File: config.mk
export PLATFORM = sky130hd
export DESIGN_NAME = bsfo_unit
export DESIGN_NICKNAME = d
export VERILOG_FILES = /design/src/core/bsfo_pkg.sv /design/src/core/bsfo_unit.sv
export SDC_FILE = /design/constraint.sdc
export NUM_CORES = 1
export LEC_CHECK = 0
export BUFFER_PORTS_ARGS = -buffer_cell sky130_fd_sc_hd__buf_2
export CAP_MARGIN = 30
export CORE_ASPECT_RATIO = 0.5
export CORE_MARGIN = 3
export CORE_UTILIZATION = 50
export DETAILED_ROUTE_END_ITERATION = 7
export PLACE_DENSITY = 0.8
export SLEW_MARGIN = 30
export SYNTH_ARGS = -nofsm -noshare
export SYNTH_HDL_FRONTEND = slang
export SYNTH_SLANG_ARGS = --single-unit
File: constraint.sdc
create_clock -name clock_in -period 1.9 [get_ports clock_in]
set_clock_uncertainty 0.15 [all_clocks]
set_input_delay 0.38 -clock clock_in [delete_from_list [all_inputs] [get_ports clock_in]]
set_output_delay 0.38 -clock clock_in [all_outputs]
set_load 0.01 [all_outputs]
File: src/core/bsfo_pkg.sv
/*
 * Shared types and constants of the bit, shift and flag execution unit:
 * operation codes, the request and result carriers, flag positions,
 * reset values and cycle counts.
 * Assumes a single 8-bit core datapath on one clock.
 */
package bsfo_pkg;

    // Data path width
    localparam int unsigned BSFO_DATA_W = 8;

    // Flag positions inside the status_flags_register
    localparam int unsigned BSFO_FLAG_C = 0;   // Carry
    localparam int unsigned BSFO_FLAG_Z = 1;   // Zero
    localparam int unsigned BSFO_FLAG_N = 2;   // Negative
    localparam int unsigned BSFO_FLAG_V = 3;   // Two's-complement overflow
    localparam int unsigned BSFO_FLAG_S = 4;   // Signed test
    localparam int unsigned BSFO_FLAG_H = 5;   // Half carry
    localparam int unsigned BSFO_FLAG_T = 6;   // Bit transfer
    localparam int unsigned BSFO_FLAG_I = 7;   // Global interrupt enable

    // Values after reset
    localparam logic [7:0] BSFO_FLAGS_RST = 8'h00;
    localparam logic [7:0] BSFO_DATA_RST  = 8'h00;

    // Execution length in clock cycles
    localparam int unsigned BSFO_CYC_SHORT = 1;
    localparam int unsigned BSFO_CYC_LONG  = 2;

    // Operations the unit executes
    typedef enum logic [4:0] {
        BSFO_OP_PUSH,
        BSFO_OP_POP,
        BSFO_OP_IO_BIT_SET,
        BSFO_OP_IO_BIT_CLEAR,
        BSFO_OP_SHIFT_LEFT_LOGICAL,
        BSFO_OP_SHIFT_RIGHT_LOGICAL,
        BSFO_OP_ROTATE_LEFT_VIA_CARRY,
        BSFO_OP_ROTATE_RIGHT_VIA_CARRY,
        BSFO_OP_ARITH_SHIFT_RIGHT,
        BSFO_OP_NIBBLE_SWAP,
        BSFO_OP_COPY_BIT_TO_TRANSFER_FLAG,
        BSFO_OP_LOAD_BIT_FROM_TRANSFER_FLAG,
        BSFO_OP_CARRY_SET,
        BSFO_OP_CARRY_CLEAR,
        BSFO_OP_NEGATIVE_SET,
        BSFO_OP_NEGATIVE_CLEAR,
        BSFO_OP_SIGN_SET,
        BSFO_OP_SIGN_CLEAR,
        BSFO_OP_OVERFLOW_SET,
        BSFO_OP_OVERFLOW_CLEAR,
        BSFO_OP_ZERO_SET,
        BSFO_OP_ZERO_CLEAR
    } bsfo_op_t;

    // One request: operation, operand byte, bit select
    typedef struct packed {
        bsfo_op_t   op;
        logic [7:0] operand;
        logic [2:0] bit_sel;
    } bsfo_req_t;

    // One result: byte and where it must be written
    typedef struct packed {
        logic [7:0] data;
        logic       reg_wr;
        logic       io_wr;
        logic       stack_wr;
    } bsfo_res_t;

endpackage

File: src/core/bsfo_unit.sv
/*
 * Bit, shift and flag execution unit of an 8-bit core. Holds the
 * status_flags_register and executes one request at a time.
 * Assumes the register file, I/O space and stack sit outside: the
 * caller supplies the operand byte (register, I/O register or top of
 * stack) with the request and stores the result the unit hands back.
 */
// Function
// RULE1: Push takes two cycles, flags unchanged
// RULE2: Pop returns stack byte, two cycles, no flags
// RULE3: io_bit_set forces bit one, two cycles
// RULE4: io_bit_clear forces bit zero, two cycles
// RULE5: shift_left_logical inserts zero, updates Z C N V
// RULE6: shift_right_logical inserts zero, updates Z C N V
// RULE7: rotate_left_via_carry through carry, one cycle
// RULE8: rotate_right_via_carry through carry, one cycle
// RULE9: arith_shift_right keeps bit 7, updates flags
// RULE10: copy_bit_to_transfer_flag changes only T
// RULE11: load_bit_from_transfer_flag writes T, flags unchanged
// RULE12: Carry set and clear touch only carry
// RULE13: Negative set and clear, one cycle only
// RULE14: Sign flag set and clear, one cycle
// RULE15: Overflow flag set and clear, one cycle
// RULE16: Nibble swap exchanges halves, flags unchanged
// RULE17: Zero flag set and clear, one cycle
`timescale 1ns/1ps
`default_nettype none

module bsfo_unit
    import bsfo_pkg::*;
(
    // Clock, reset, enable
    input  wire logic      clock_in,
    input  wire logic      rst_in,
    input  wire logic      clk_en_in,
    // Request side
    input  wire logic      req_valid_in,
    input  wire bsfo_req_t req_in,
    output var  logic      ready_out,
    // Result side
    output var  logic      done_out,
    output var  bsfo_res_t res_out,
    // Status flags
    output var  logic [7:0] flags_out
);

    // Execution states
    typedef enum logic [0:0] {
        BSFO_ST_IDLE,
        BSFO_ST_BUSY
    } bsfo_state_t;

    bsfo_state_t state_q;      // Current state
    bsfo_state_t state_d;      // Next state
    logic [7:0]  flags_q;      // status_flags_register
    logic [7:0]  flags_d;
    bsfo_res_t   res_q;        // Result handed out
    bsfo_res_t   res_d;
    bsfo_res_t   pend_q;       // Result held over the second cycle
    bsfo_res_t   pend_d;
    logic        done_q;       // Result valid pulse
    logic        done_d;
    logic        ready_q;      // Request may be taken
    logic        ready_d;
    logic        accept;       // Request taken this edge

    // Force one flag to a value, leaving the rest alone
    function automatic logic [7:0] flag_put(input logic [7:0] f,
                                            input int unsigned pos,
                                            input logic v);
        logic [7:0] r;
        r      = f;
        r[pos] = v;
        return r;
    endfunction

    // Flags after a shift or rotate: Z, C, N and V; S and the
    // upper flags keep their value
    function automatic logic [7:0] shift_flags(input logic [7:0] f,
                                               input logic [7:0] res,
                                               input logic c);
        logic [7:0] r;
        r              = f;
        r[BSFO_FLAG_C] = c;
        r[BSFO_FLAG_Z] = (res == 8'h00);
        r[BSFO_FLAG_N] = res[7];
        r[BSFO_FLAG_V] = res[7] ^ c;
        return r;
    endfunction

    // Pack a result with its destination strobes
    function automatic bsfo_res_t mk_res(input logic [7:0] d,
                                         input logic rw,
                                         input logic iw,
                                         input logic sw);
        bsfo_res_t r;
        r.data     = d;
        r.reg_wr   = rw;
        r.io_wr    = iw;
        r.stack_wr = sw;
        return r;
    endfunction

    assign accept = clk_en_in && req_valid_in && ready_q;

    // Next-value logic: decode, compute result and flags
    always_comb
    begin
        logic [7:0] v;
        logic       c;
        v       = req_in.operand;
        c       = flags_q[BSFO_FLAG_C];
        state_d = state_q;
        flags_d = flags_q;
        res_d   = res_q;
        pend_d  = pend_q;
        done_d  = 1'b0;
        ready_d = ready_q;
        if (state_q == BSFO_ST_BUSY)
        begin
            // Second cycle of a long operation: release result
            res_d   = pend_q;
            done_d  = 1'b1;
            state_d = BSFO_ST_IDLE;
            ready_d = 1'b1;
        end
        else if (accept)
        begin
            // Short operations finish at this edge by default
            done_d = 1'b1;
            unique case (req_in.op)
                BSFO_OP_PUSH:
                begin
                    // Operand goes onto the stack; flags kept
                    pend_d  = mk_res(v, 1'b0, 1'b0, 1'b1); // RULE1
                    done_d  = 1'b0;
                    state_d = BSFO_ST_BUSY;
                    ready_d = 1'b0;
                end
                BSFO_OP_POP:
                begin
                    // Top stack byte goes to the destination
                    pend_d  = mk_res(v, 1'b1, 1'b0, 1'b0); // RULE2
                    done_d  = 1'b0;
                    state_d = BSFO_ST_BUSY;
                    ready_d = 1'b0;
                end
                BSFO_OP_IO_BIT_SET:
                begin
                    // Read-modify-write of the I/O byte
                    v[req_in.bit_sel] = 1'b1;
                    pend_d  = mk_res(v, 1'b0, 1'b1, 1'b0); // RULE3
                    done_d  = 1'b0;
                    state_d = BSFO_ST_BUSY;
                    ready_d = 1'b0;
                end
                BSFO_OP_IO_BIT_CLEAR:
                begin
                    v[req_in.bit_sel] = 1'b0;
                    pend_d  = mk_res(v, 1'b0, 1'b1, 1'b0); // RULE4
                    done_d  = 1'b0;
                    state_d = BSFO_ST_BUSY;
                    ready_d = 1'b0;
                end
                BSFO_OP_SHIFT_LEFT_LOGICAL:
                begin
                    res_d   = mk_res({v[6:0], 1'b0}, 1'b1, 1'b0,
                                     1'b0); // RULE5
                    flags_d = shift_flags(flags_q, res_d.data, v[7]);
                end
                BSFO_OP_SHIFT_RIGHT_LOGICAL:
                begin
                    res_d   = mk_res({1'b0, v[7:1]}, 1'b1, 1'b0,
                                     1'b0); // RULE6
                    flags_d = shift_flags(flags_q, res_d.data, v[0]);
                end
                BSFO_OP_ROTATE_LEFT_VIA_CARRY:
                begin
                    // Old carry enters at the bottom
                    res_d   = mk_res({v[6:0], c}, 1'b1, 1'b0,
                                     1'b0); // RULE7
                    flags_d = shift_flags(flags_q, res_d.data, v[7]);
                end
                BSFO_OP_ROTATE_RIGHT_VIA_CARRY:
                begin
                    // Old carry enters at the top
                    res_d   = mk_res({c, v[7:1]}, 1'b1, 1'b0,
                                     1'b0); // RULE8
                    flags_d = shift_flags(flags_q, res_d.data, v[0]);
                end
                BSFO_OP_ARITH_SHIFT_RIGHT:
                begin
                    // Sign bit is replicated, bit 0 drops into carry
                    res_d   = mk_res({v[7], v[7:1]}, 1'b1, 1'b0,
                                     1'b0); // RULE9
                    flags_d = shift_flags(flags_q, res_d.data, v[0]);
                end
                BSFO_OP_NIBBLE_SWAP:
                begin
                    res_d = mk_res({v[3:0], v[7:4]}, 1'b1, 1'b0,
                                   1'b0); // RULE16
                end
                BSFO_OP_COPY_BIT_TO_TRANSFER_FLAG:
                begin
                    // No byte is written back
                    res_d   = mk_res(v, 1'b0, 1'b0, 1'b0);
                    flags_d = flag_put(flags_q, BSFO_FLAG_T,
                                       v[req_in.bit_sel]); // RULE10
                end
                BSFO_OP_LOAD_BIT_FROM_TRANSFER_FLAG:
                begin
                    v[req_in.bit_sel] = flags_q[BSFO_FLAG_T];
                    res_d = mk_res(v, 1'b1, 1'b0, 1'b0); // RULE11
                end
                BSFO_OP_CARRY_SET, BSFO_OP_CARRY_CLEAR:
                begin
                    res_d   = mk_res(v, 1'b0, 1'b0, 1'b0);
                    flags_d = flag_put(flags_q, BSFO_FLAG_C,
                        req_in.op == BSFO_OP_CARRY_SET); // RULE12
                end
                BSFO_OP_NEGATIVE_SET, BSFO_OP_NEGATIVE_CLEAR:
                begin
                    res_d   = mk_res(v, 1'b0, 1'b0, 1'b0);
                    flags_d = flag_put(flags_q, BSFO_FLAG_N,
                        req_in.op == BSFO_OP_NEGATIVE_SET); // RULE13
                end
                BSFO_OP_SIGN_SET, BSFO_OP_SIGN_CLEAR:
                begin
                    res_d   = mk_res(v, 1'b0, 1'b0, 1'b0);
                    flags_d = flag_put(flags_q, BSFO_FLAG_S,
                        req_in.op == BSFO_OP_SIGN_SET); // RULE14
                end
                BSFO_OP_OVERFLOW_SET, BSFO_OP_OVERFLOW_CLEAR:
                begin
                    res_d   = mk_res(v, 1'b0, 1'b0, 1'b0);
                    flags_d = flag_put(flags_q, BSFO_FLAG_V,
                        req_in.op == BSFO_OP_OVERFLOW_SET); // RULE15
                end
                BSFO_OP_ZERO_SET, BSFO_OP_ZERO_CLEAR:
                begin
                    res_d   = mk_res(v, 1'b0, 1'b0, 1'b0);
                    flags_d = flag_put(flags_q, BSFO_FLAG_Z,
                        req_in.op == BSFO_OP_ZERO_SET); // RULE17
                end
                default:
                begin
                    // Illegal code: finish as a no-op, nothing written
                    res_d = mk_res(v, 1'b0, 1'b0, 1'b0);
                end
            endcase
        end
    end

    // State registers; enable low freezes everything
    always_ff @(posedge clock_in)
    begin
        if (rst_in)
        begin
            state_q <= BSFO_ST_IDLE;
            flags_q <= BSFO_FLAGS_RST;
            res_q   <= '0;
            pend_q  <= '0;
            done_q  <= 1'b0;
            ready_q <= 1'b1;
        end
        else if (clk_en_in)
        begin
            state_q <= state_d;
            flags_q <= flags_d;
            res_q   <= res_d;
            pend_q  <= pend_d;
            done_q  <= done_d;
            ready_q <= ready_d;
        end
    end

    // Outputs straight from flops
    assign ready_out = ready_q;
    assign done_out  = done_q;
    assign res_out   = res_q;
    assign flags_out = flags_q;
endmodule

`default_nettype wire

==> results of run 1 <==
[Yosys cell counts, types with 2 or more instances]
library cell	instances	area share, %
nor2_1	39	6.2
a21oi_1	32	6.8
dfxtp_1	31	26
nand2_1	21	3.3
nand3_1	11	2.3
nor3_1	11	2.3
o21ai_0	11	2.3
buf_2	10	2.1
clkbuf_1	10	1.6
nand3b_1	10	3.2
buf_4	8	2.5
a2111oi_0	7	2.6
nand2b_1	7	1.9
o41ai_1	7	2.6
a211oi_1	6	1.9
a31oi_1	6	1.6
a221o_1	5	2.1
inv_1	5	0.80
mux2i_1	5	2.1
nand4_1	4	1.1
nor2b_1	4	1.1
a22o_1	3	1.1
a311oi_1	3	1.1
and3_1	3	0.80
mux2_2	3	1.4
nor3b_1	3	0.96
a21o_1	2	0.64
a221oi_1	2	0.74
and2_1	2	0.53
and2b_1	2	0.64
clkinv_1	2	0.32
nor4b_2	2	1.3
o21a_1	2	0.64
o221ai_1	2	0.74
o311ai_0	2	0.74
o31a_1	2	0.74
or2_2	2	0.53
or3_1	2	0.53
[critical path, cell delays in order]
cell and delay, ns:
buf_2 0.15, and2b_1 0.25, a21oi_1 0.15, nor2_1 0.05
buf_4 0.17, a2111oi_1 0.57, o41ai_1 0.14
[flip-flops by register name (all words and copies together) (netlist names)]
signal     count
pend_q        11
res_out       11
state_q        1
flags_out      6
done_out       1
ready_out      1
[power breakdown]
part           switching, µW  internal, µW  total, µW
clock                    254           424        678
sequential              13.4           670        684
combinational            252           199        451
total                    520          1290       1810
[layout by cell type, fill, tap and decap left out, drive strengths merged, types with 4 or more instances in the layout]
master | synthesis | routed
a2111oi | 8 | 8
mux2i | 5 | 5
a211oi | 6 | 6
nor2b | 4 | 4
nand3 | 11 | 11
o21ai | 11 | 11
nor3 | 12 | 12
dfxtp | 31 | 31
a21oi | 33 | 33
a31oi | 6 | 6
clkbuf | 10 | 6
buf | 18 | 108
nand2b | 7 | 7
nand3b | 10 | 10
nor2 | 41 | 41
inv | 5 | 5
nand4 | 4 | 4
o41ai | 7 | 7
nand2 | 21 | 21
a221o | 5 | 5
[routing by layer]
metal  vias up  share of wire, %  GRT usage [%]
li1       1350                 -              -
met1      1342                45          42.58
met2       188                41          49.36
met3        18                12          8.779
met4         0               1.8          9.892
met5         -                 0              0
[path summary, 6_finish.rpt]
path | start | to | depth (start not counted) | slack [ns]
worst max-delay path | req_in[14] | res_out[9] | 7 | 0.04
worst min-delay path | req_in[10] | flags_out[0] | 3 | 0.27
worst max register to register | state_q | res_out[9] | 4 | 0.08
worst min register to register | res_out[0] | res_out[0] | 2 | 0.30
[metrics by stage]
stage / std cells / worst slack [ns] / hold slack, ns / TNS, ns / utilization, %
6_report: 456 / 0.03910 / 0.2746 / 0 / 74.91
3_5_place_dp: 448 / -0.4767 / 0.2973 / -2.578 / 71.55
2_1_floorplan: 314 / 0.05129 / 0.2823 / 0 / -
5_1_grt: 456 / -0.07984 / 0.2939 / -0.09202 / 74.91
3_3_place_gp: 448 / -0.5361 / 0.2851 / -1.903 / 71.55
4_1_cts: 456 / 0.03726 / 0.2706 / 0 / 74.49
[cell families (layout without fill, tap and decap cells)]
family	after synthesis	in the layout	share of synthesized area, %
simple gates	135	135	31.76
buf+inv	35	123	7.382
other cells	1	2	0.1592
flops	31	31	26.34
compound gates	102	102	30.43
xor+xnor	1	1	0.3718
mux	8	8	3.558
[cell type report]
class	count	area [µm²]	area share (%)
clock buffer	6	82.58	2.622
clock inverter	2	35.03	1.112
inverter	7	26.28	0.8343
multi-input combinational	248	1589	50.46
sequential	31	620.6	19.71
tap	54	67.56	2.145
timing repair buffer	108	728.2	23.12
[repair_timing]
action | CTS | global route
resized for setup | 2 | 5
setup endpoints to repair | 1 | 5
pin swaps | 0 | 0
hold buffers | 0 | 0
==> results.yml, run 1 <==
run_status:
  status: "complete, no violations"
floorplanning:
  die_h_um: 54.54
  core-area_um2: 4204
  die_w_um: 103.1
  ios: 41
  die_area_um2: 5622
  placementRows: 16
  initial_core_util_pct: 56.04
place:
  routabilityCongestion: 0.9736
  place_area_um2: 3008
  numPortBuffers: 38
  hpwlAfterDp_mm: 6.568
flow_run:
  maxCapViolCount: 0
timing:
  rsz0062_at_grt: "true"
  fin_crit_ns: 1.861
  final-max-slew-violation-count: 0
  tightest_slew_ns: 0.5446
  setup_viol: 0
  maxSlewHeadroom_pct: 63.60
  fmax_mhz: 537.4
  fin_crit_sh_pct: 97.94
  hold_violations: 0
clocking:
  clkSinkCount: 31
  cts_inserted_buffers: 5
  insertion_delay_ns: 0.28
  cts_tree: "done"
  htreeDepth: 2
  cts_post_setup_buffers_inserted: 0
  clkSlewWorstSetupHoldPaths_ns: 0.07
  clockRootBuffer: "clkbuf_8"
  clk_path_buf_depth: 2
layout:
  nets: 421
  areaGrowthSynthToFinish_pct: 33.67
  n_antenna_cell: 0
  drive_gt1_share_pct: 33.08
  final_area_um2: 3149
  fill_cells: 355
route:
  num_vias: 2898
  wl_per_cell_um: 18.40
  wirelength_mm: 8.390
  via_per_inst: 6.355
  ant_nets: 0
  drt_iter0_drc: 273
  post-route-drc-count: 0
  drt_first_pass_iters: 5
yosys:
  synth-main-ff-cell: "dfxtp_1"
  avgSynthCellArea_um2: 7.527
  async_reset_ff_share_pct: 0
  ys_ff_latch: 31
  synth_area_um2: 2356
  ys_types: 62
  netlist_instances: 313
  synth_edf_count: 0
  synth_seq_area_share_pct: 26.34
  yosysWarnings: 0
worst_setup_path:
  crit_arrival_ns: 1.87
  crit_type: "in -> reg"
  end_kind: "flop"
  crit_required_ns: 1.91
  path_max_fanout: 9
  cp-start-kind: "primary input"
pwr:
  ir_worst_vdd_mv: 0.3229
  power_uw: 1813
  powerDensity_nw_per_um2: 575.8
  leakage_uw: 0.001324
global_route:
  grt-ovfl-total: 0
  grt_usage_pct: 31.57
  grt_pass1_wl_mm: 13.33
  grt_max_degree: 18
  antenna_found_initial: 0
  grt_pass1_vias: 2703
min_path:
  min_path_type: "in -> reg"
(Power assumes the default switching activity.)
==> run 2: changes to the inputs <==
--- a/config.mk
+++ b/config.mk
@@ -7,7 +7,7 @@
 export LEC_CHECK = 0
 export BUFFER_PORTS_ARGS = -buffer_cell sky130_fd_sc_hd__buf_2
 export CAP_MARGIN = 30
-export CORE_ASPECT_RATIO = 0.5
+export CORE_ASPECT_RATIO = 0.8
 export CORE_MARGIN = 3
 export CORE_UTILIZATION = 50
 export DETAILED_ROUTE_END_ITERATION = 7
==> run 2 against run 1 <==
  * Clock power about the same
  * Power decreased by 0.48%
  * Non-clock buffer count shrank 5
  * Maximum frequency is 0.47% higher
  * Critical path depth up 2
  * Sequential power about the same
  * Count of clock-buffer cells in the layout unchanged
  * Worst setup slack improved by 0.0088 ns
  * Global-route usage fell by 2.3 points
  * Sequential share of layout area increased by 0.086 points
==> results.yml, run 2 (same netlist as run 1, synthesis figures left out) <==
run_status:
  status: "complete, no violations"
min_path:
  hold-path-endpoint: "ready_out"
  hp-start: "req_valid_in"
  min_path_type: "in -> reg"
  hold_depth: 3
floorplanning:
  die_h_um: 67.40
  ios: 41
  initial_core_util_pct: 54.02
  die_w_um: 82.75
  placementRows: 21
  die_area_um2: 5577
  core-area_um2: 4362
place:
  numPortBuffers: 38
  dp_slack_ns: -0.2662
  routabilityCongestion: 0.9667
  hpwlAfterDp_mm: 5.889
pwr:
  leakage_uw: 0.001308
  ir_worst_vdd_mv: 0.3196
  powerDensity_nw_per_um2: 575.5
global_route:
  grt_usage_pct: 29.26
  grt-ovfl-total: 0
  grt_max_degree: 20
  grt_pass1_vias: 2551
  antenna_found_initial: 0
  grt_pass1_wl_mm: 12.45
timing:
  tightest_slew_ns: 0.5305
  hold_ws_ns: 0.2876
  hold_violations: 0
  maxSlewHeadroom_pct: 63.72
  fin_crit_sh_pct: 97.48
  setup_viol: 0
  fmax_mhz: 539.9
  final-max-slew-violation-count: 0
  rsz0062_at_grt: "true"
  fin_crit_ns: 1.852
  fin_ws_ns: 0.04787
  finalSetupTns_ns: 0
route:
  num_vias: 2821
  drt_iter0_drc: 193
  via_per_inst: 6.214
  wirelength_mm: 7.794
  ant_nets: 0
  post-route-drc-count: 0
  drt_first_pass_iters: 5
  wl_per_cell_um: 17.17
layout:
  fill_cells: 372
  areaGrowthSynthToFinish_pct: 33.09
  drive_gt1_share_pct: 32.24
  final_core_util_pct: 71.89
  multiInputGateArea_um2: 1597
  nets: 416
  final_common_cell: "buf_4"
  final_cell_mix: "buf_4 (63), nor2_1 (38), buf_2 (38), a21oi_1 (32), dfxtp_1 (31)"
  n_antenna_cell: 0
  regArea_um2: 620.6
worst_setup_path:
  r2r_cells: 4
  end_kind: "flop"
  path_max_fanout: 8
  cp-start-kind: "primary input"
  crit_arrival_ns: 1.86
  timing.rr.end: "res_out[9]"
  crit_type: "in -> reg"
  reg2reg_setup_slack_ns: 0.15
  r2r-start: "state_q"
  crit_required_ns: 1.91
clocking:
  insertion_delay_ns: 0.28
  postCtsHoldBufs: 0
  clk_path_buf_depth: 2
  clkSinkCount: 31
  cts_inserted_buffers: 5
  clkSlewWorstSetupHoldPaths_ns: 0.07
  clockRootBuffer: "clkbuf_8"
  htreeDepth: 2
  cts_tree: "done"
flow_run:
  maxCapViolCount: 0
==> run 2: final cells by class <==
cell class                      count  area share (%)
Tap cell                           57           2.275
Timing Repair Buffer              103           22.43
Clock inverter                      2           1.117
Sequential cell                    31           19.79
Multi-Input combinational cell    248           50.92
Inverter                            7          0.8380
Clock buffer                        6           2.634
==> run 2: stage by stage <==
step                      total power, µW  instances  area, µm²
final                                1805        454       3136
after detailed placement             1120        445       2979
after global placement               1114        445       2979
after CTS                            1791        453       3097
after floorplan                     933.2        314       2360
after global routing                 1882        454       3136
==> run 2: power by group <==
group,internal [µW],leakage (µW),switching [µW]
Combinational,197,0.000995,247
Sequential,670,0.000251,11.4
Clock,424,0.0000612,255
Total,1290,0.00131,513
==> run 2: repair_timing <==
action                                  in CTS  in global routing
endpoints found under the setup margin       0                  8
gates resized for setup                      0                  5
buffers inserted                             0                  1
==> run 2: worst max-delay path by stage <==
stage / start / cells past startpoint / end / slack, ns
2_1_floorplan: req_in[13] / 6 / res_out[5] / 0.05
3_5_place_dp: req_in[11] / 6 / res_out[9] / -0.27
3_3_place_gp: req_in[11] / 6 / res_out[9] / -0.26
6_report: req_in[13] / 9 / res_out[8] / 0.05
5_1_grt: req_in[13] / 9 / res_out[6] / -0.02
4_1_cts: req_in[11] / 6 / res_out[9] / 0.02
==> run 2: metal layers <==
layer / GRT usage, % / wire length [µm] / up-vias
li1: - / - / 1336
met1: 40.40 / 3322 / 1289
met2: 43.90 / 3419 / 169
met3: 9.600 / 889 / 27
met4: 7.347 / 163 / 0
met5: 0 / 0 / -
==> run 2: worst max-delay path, stage by stage <==
cell and delay (ns):
buf_2 0.13, buf_4 0.18, nor4b_4 0.06, buf_4 0.14, a21oi_1 0.11, nor2_1 0.05
buf_4 0.15, a2111oi_0 0.54, o41ai_1 0.11
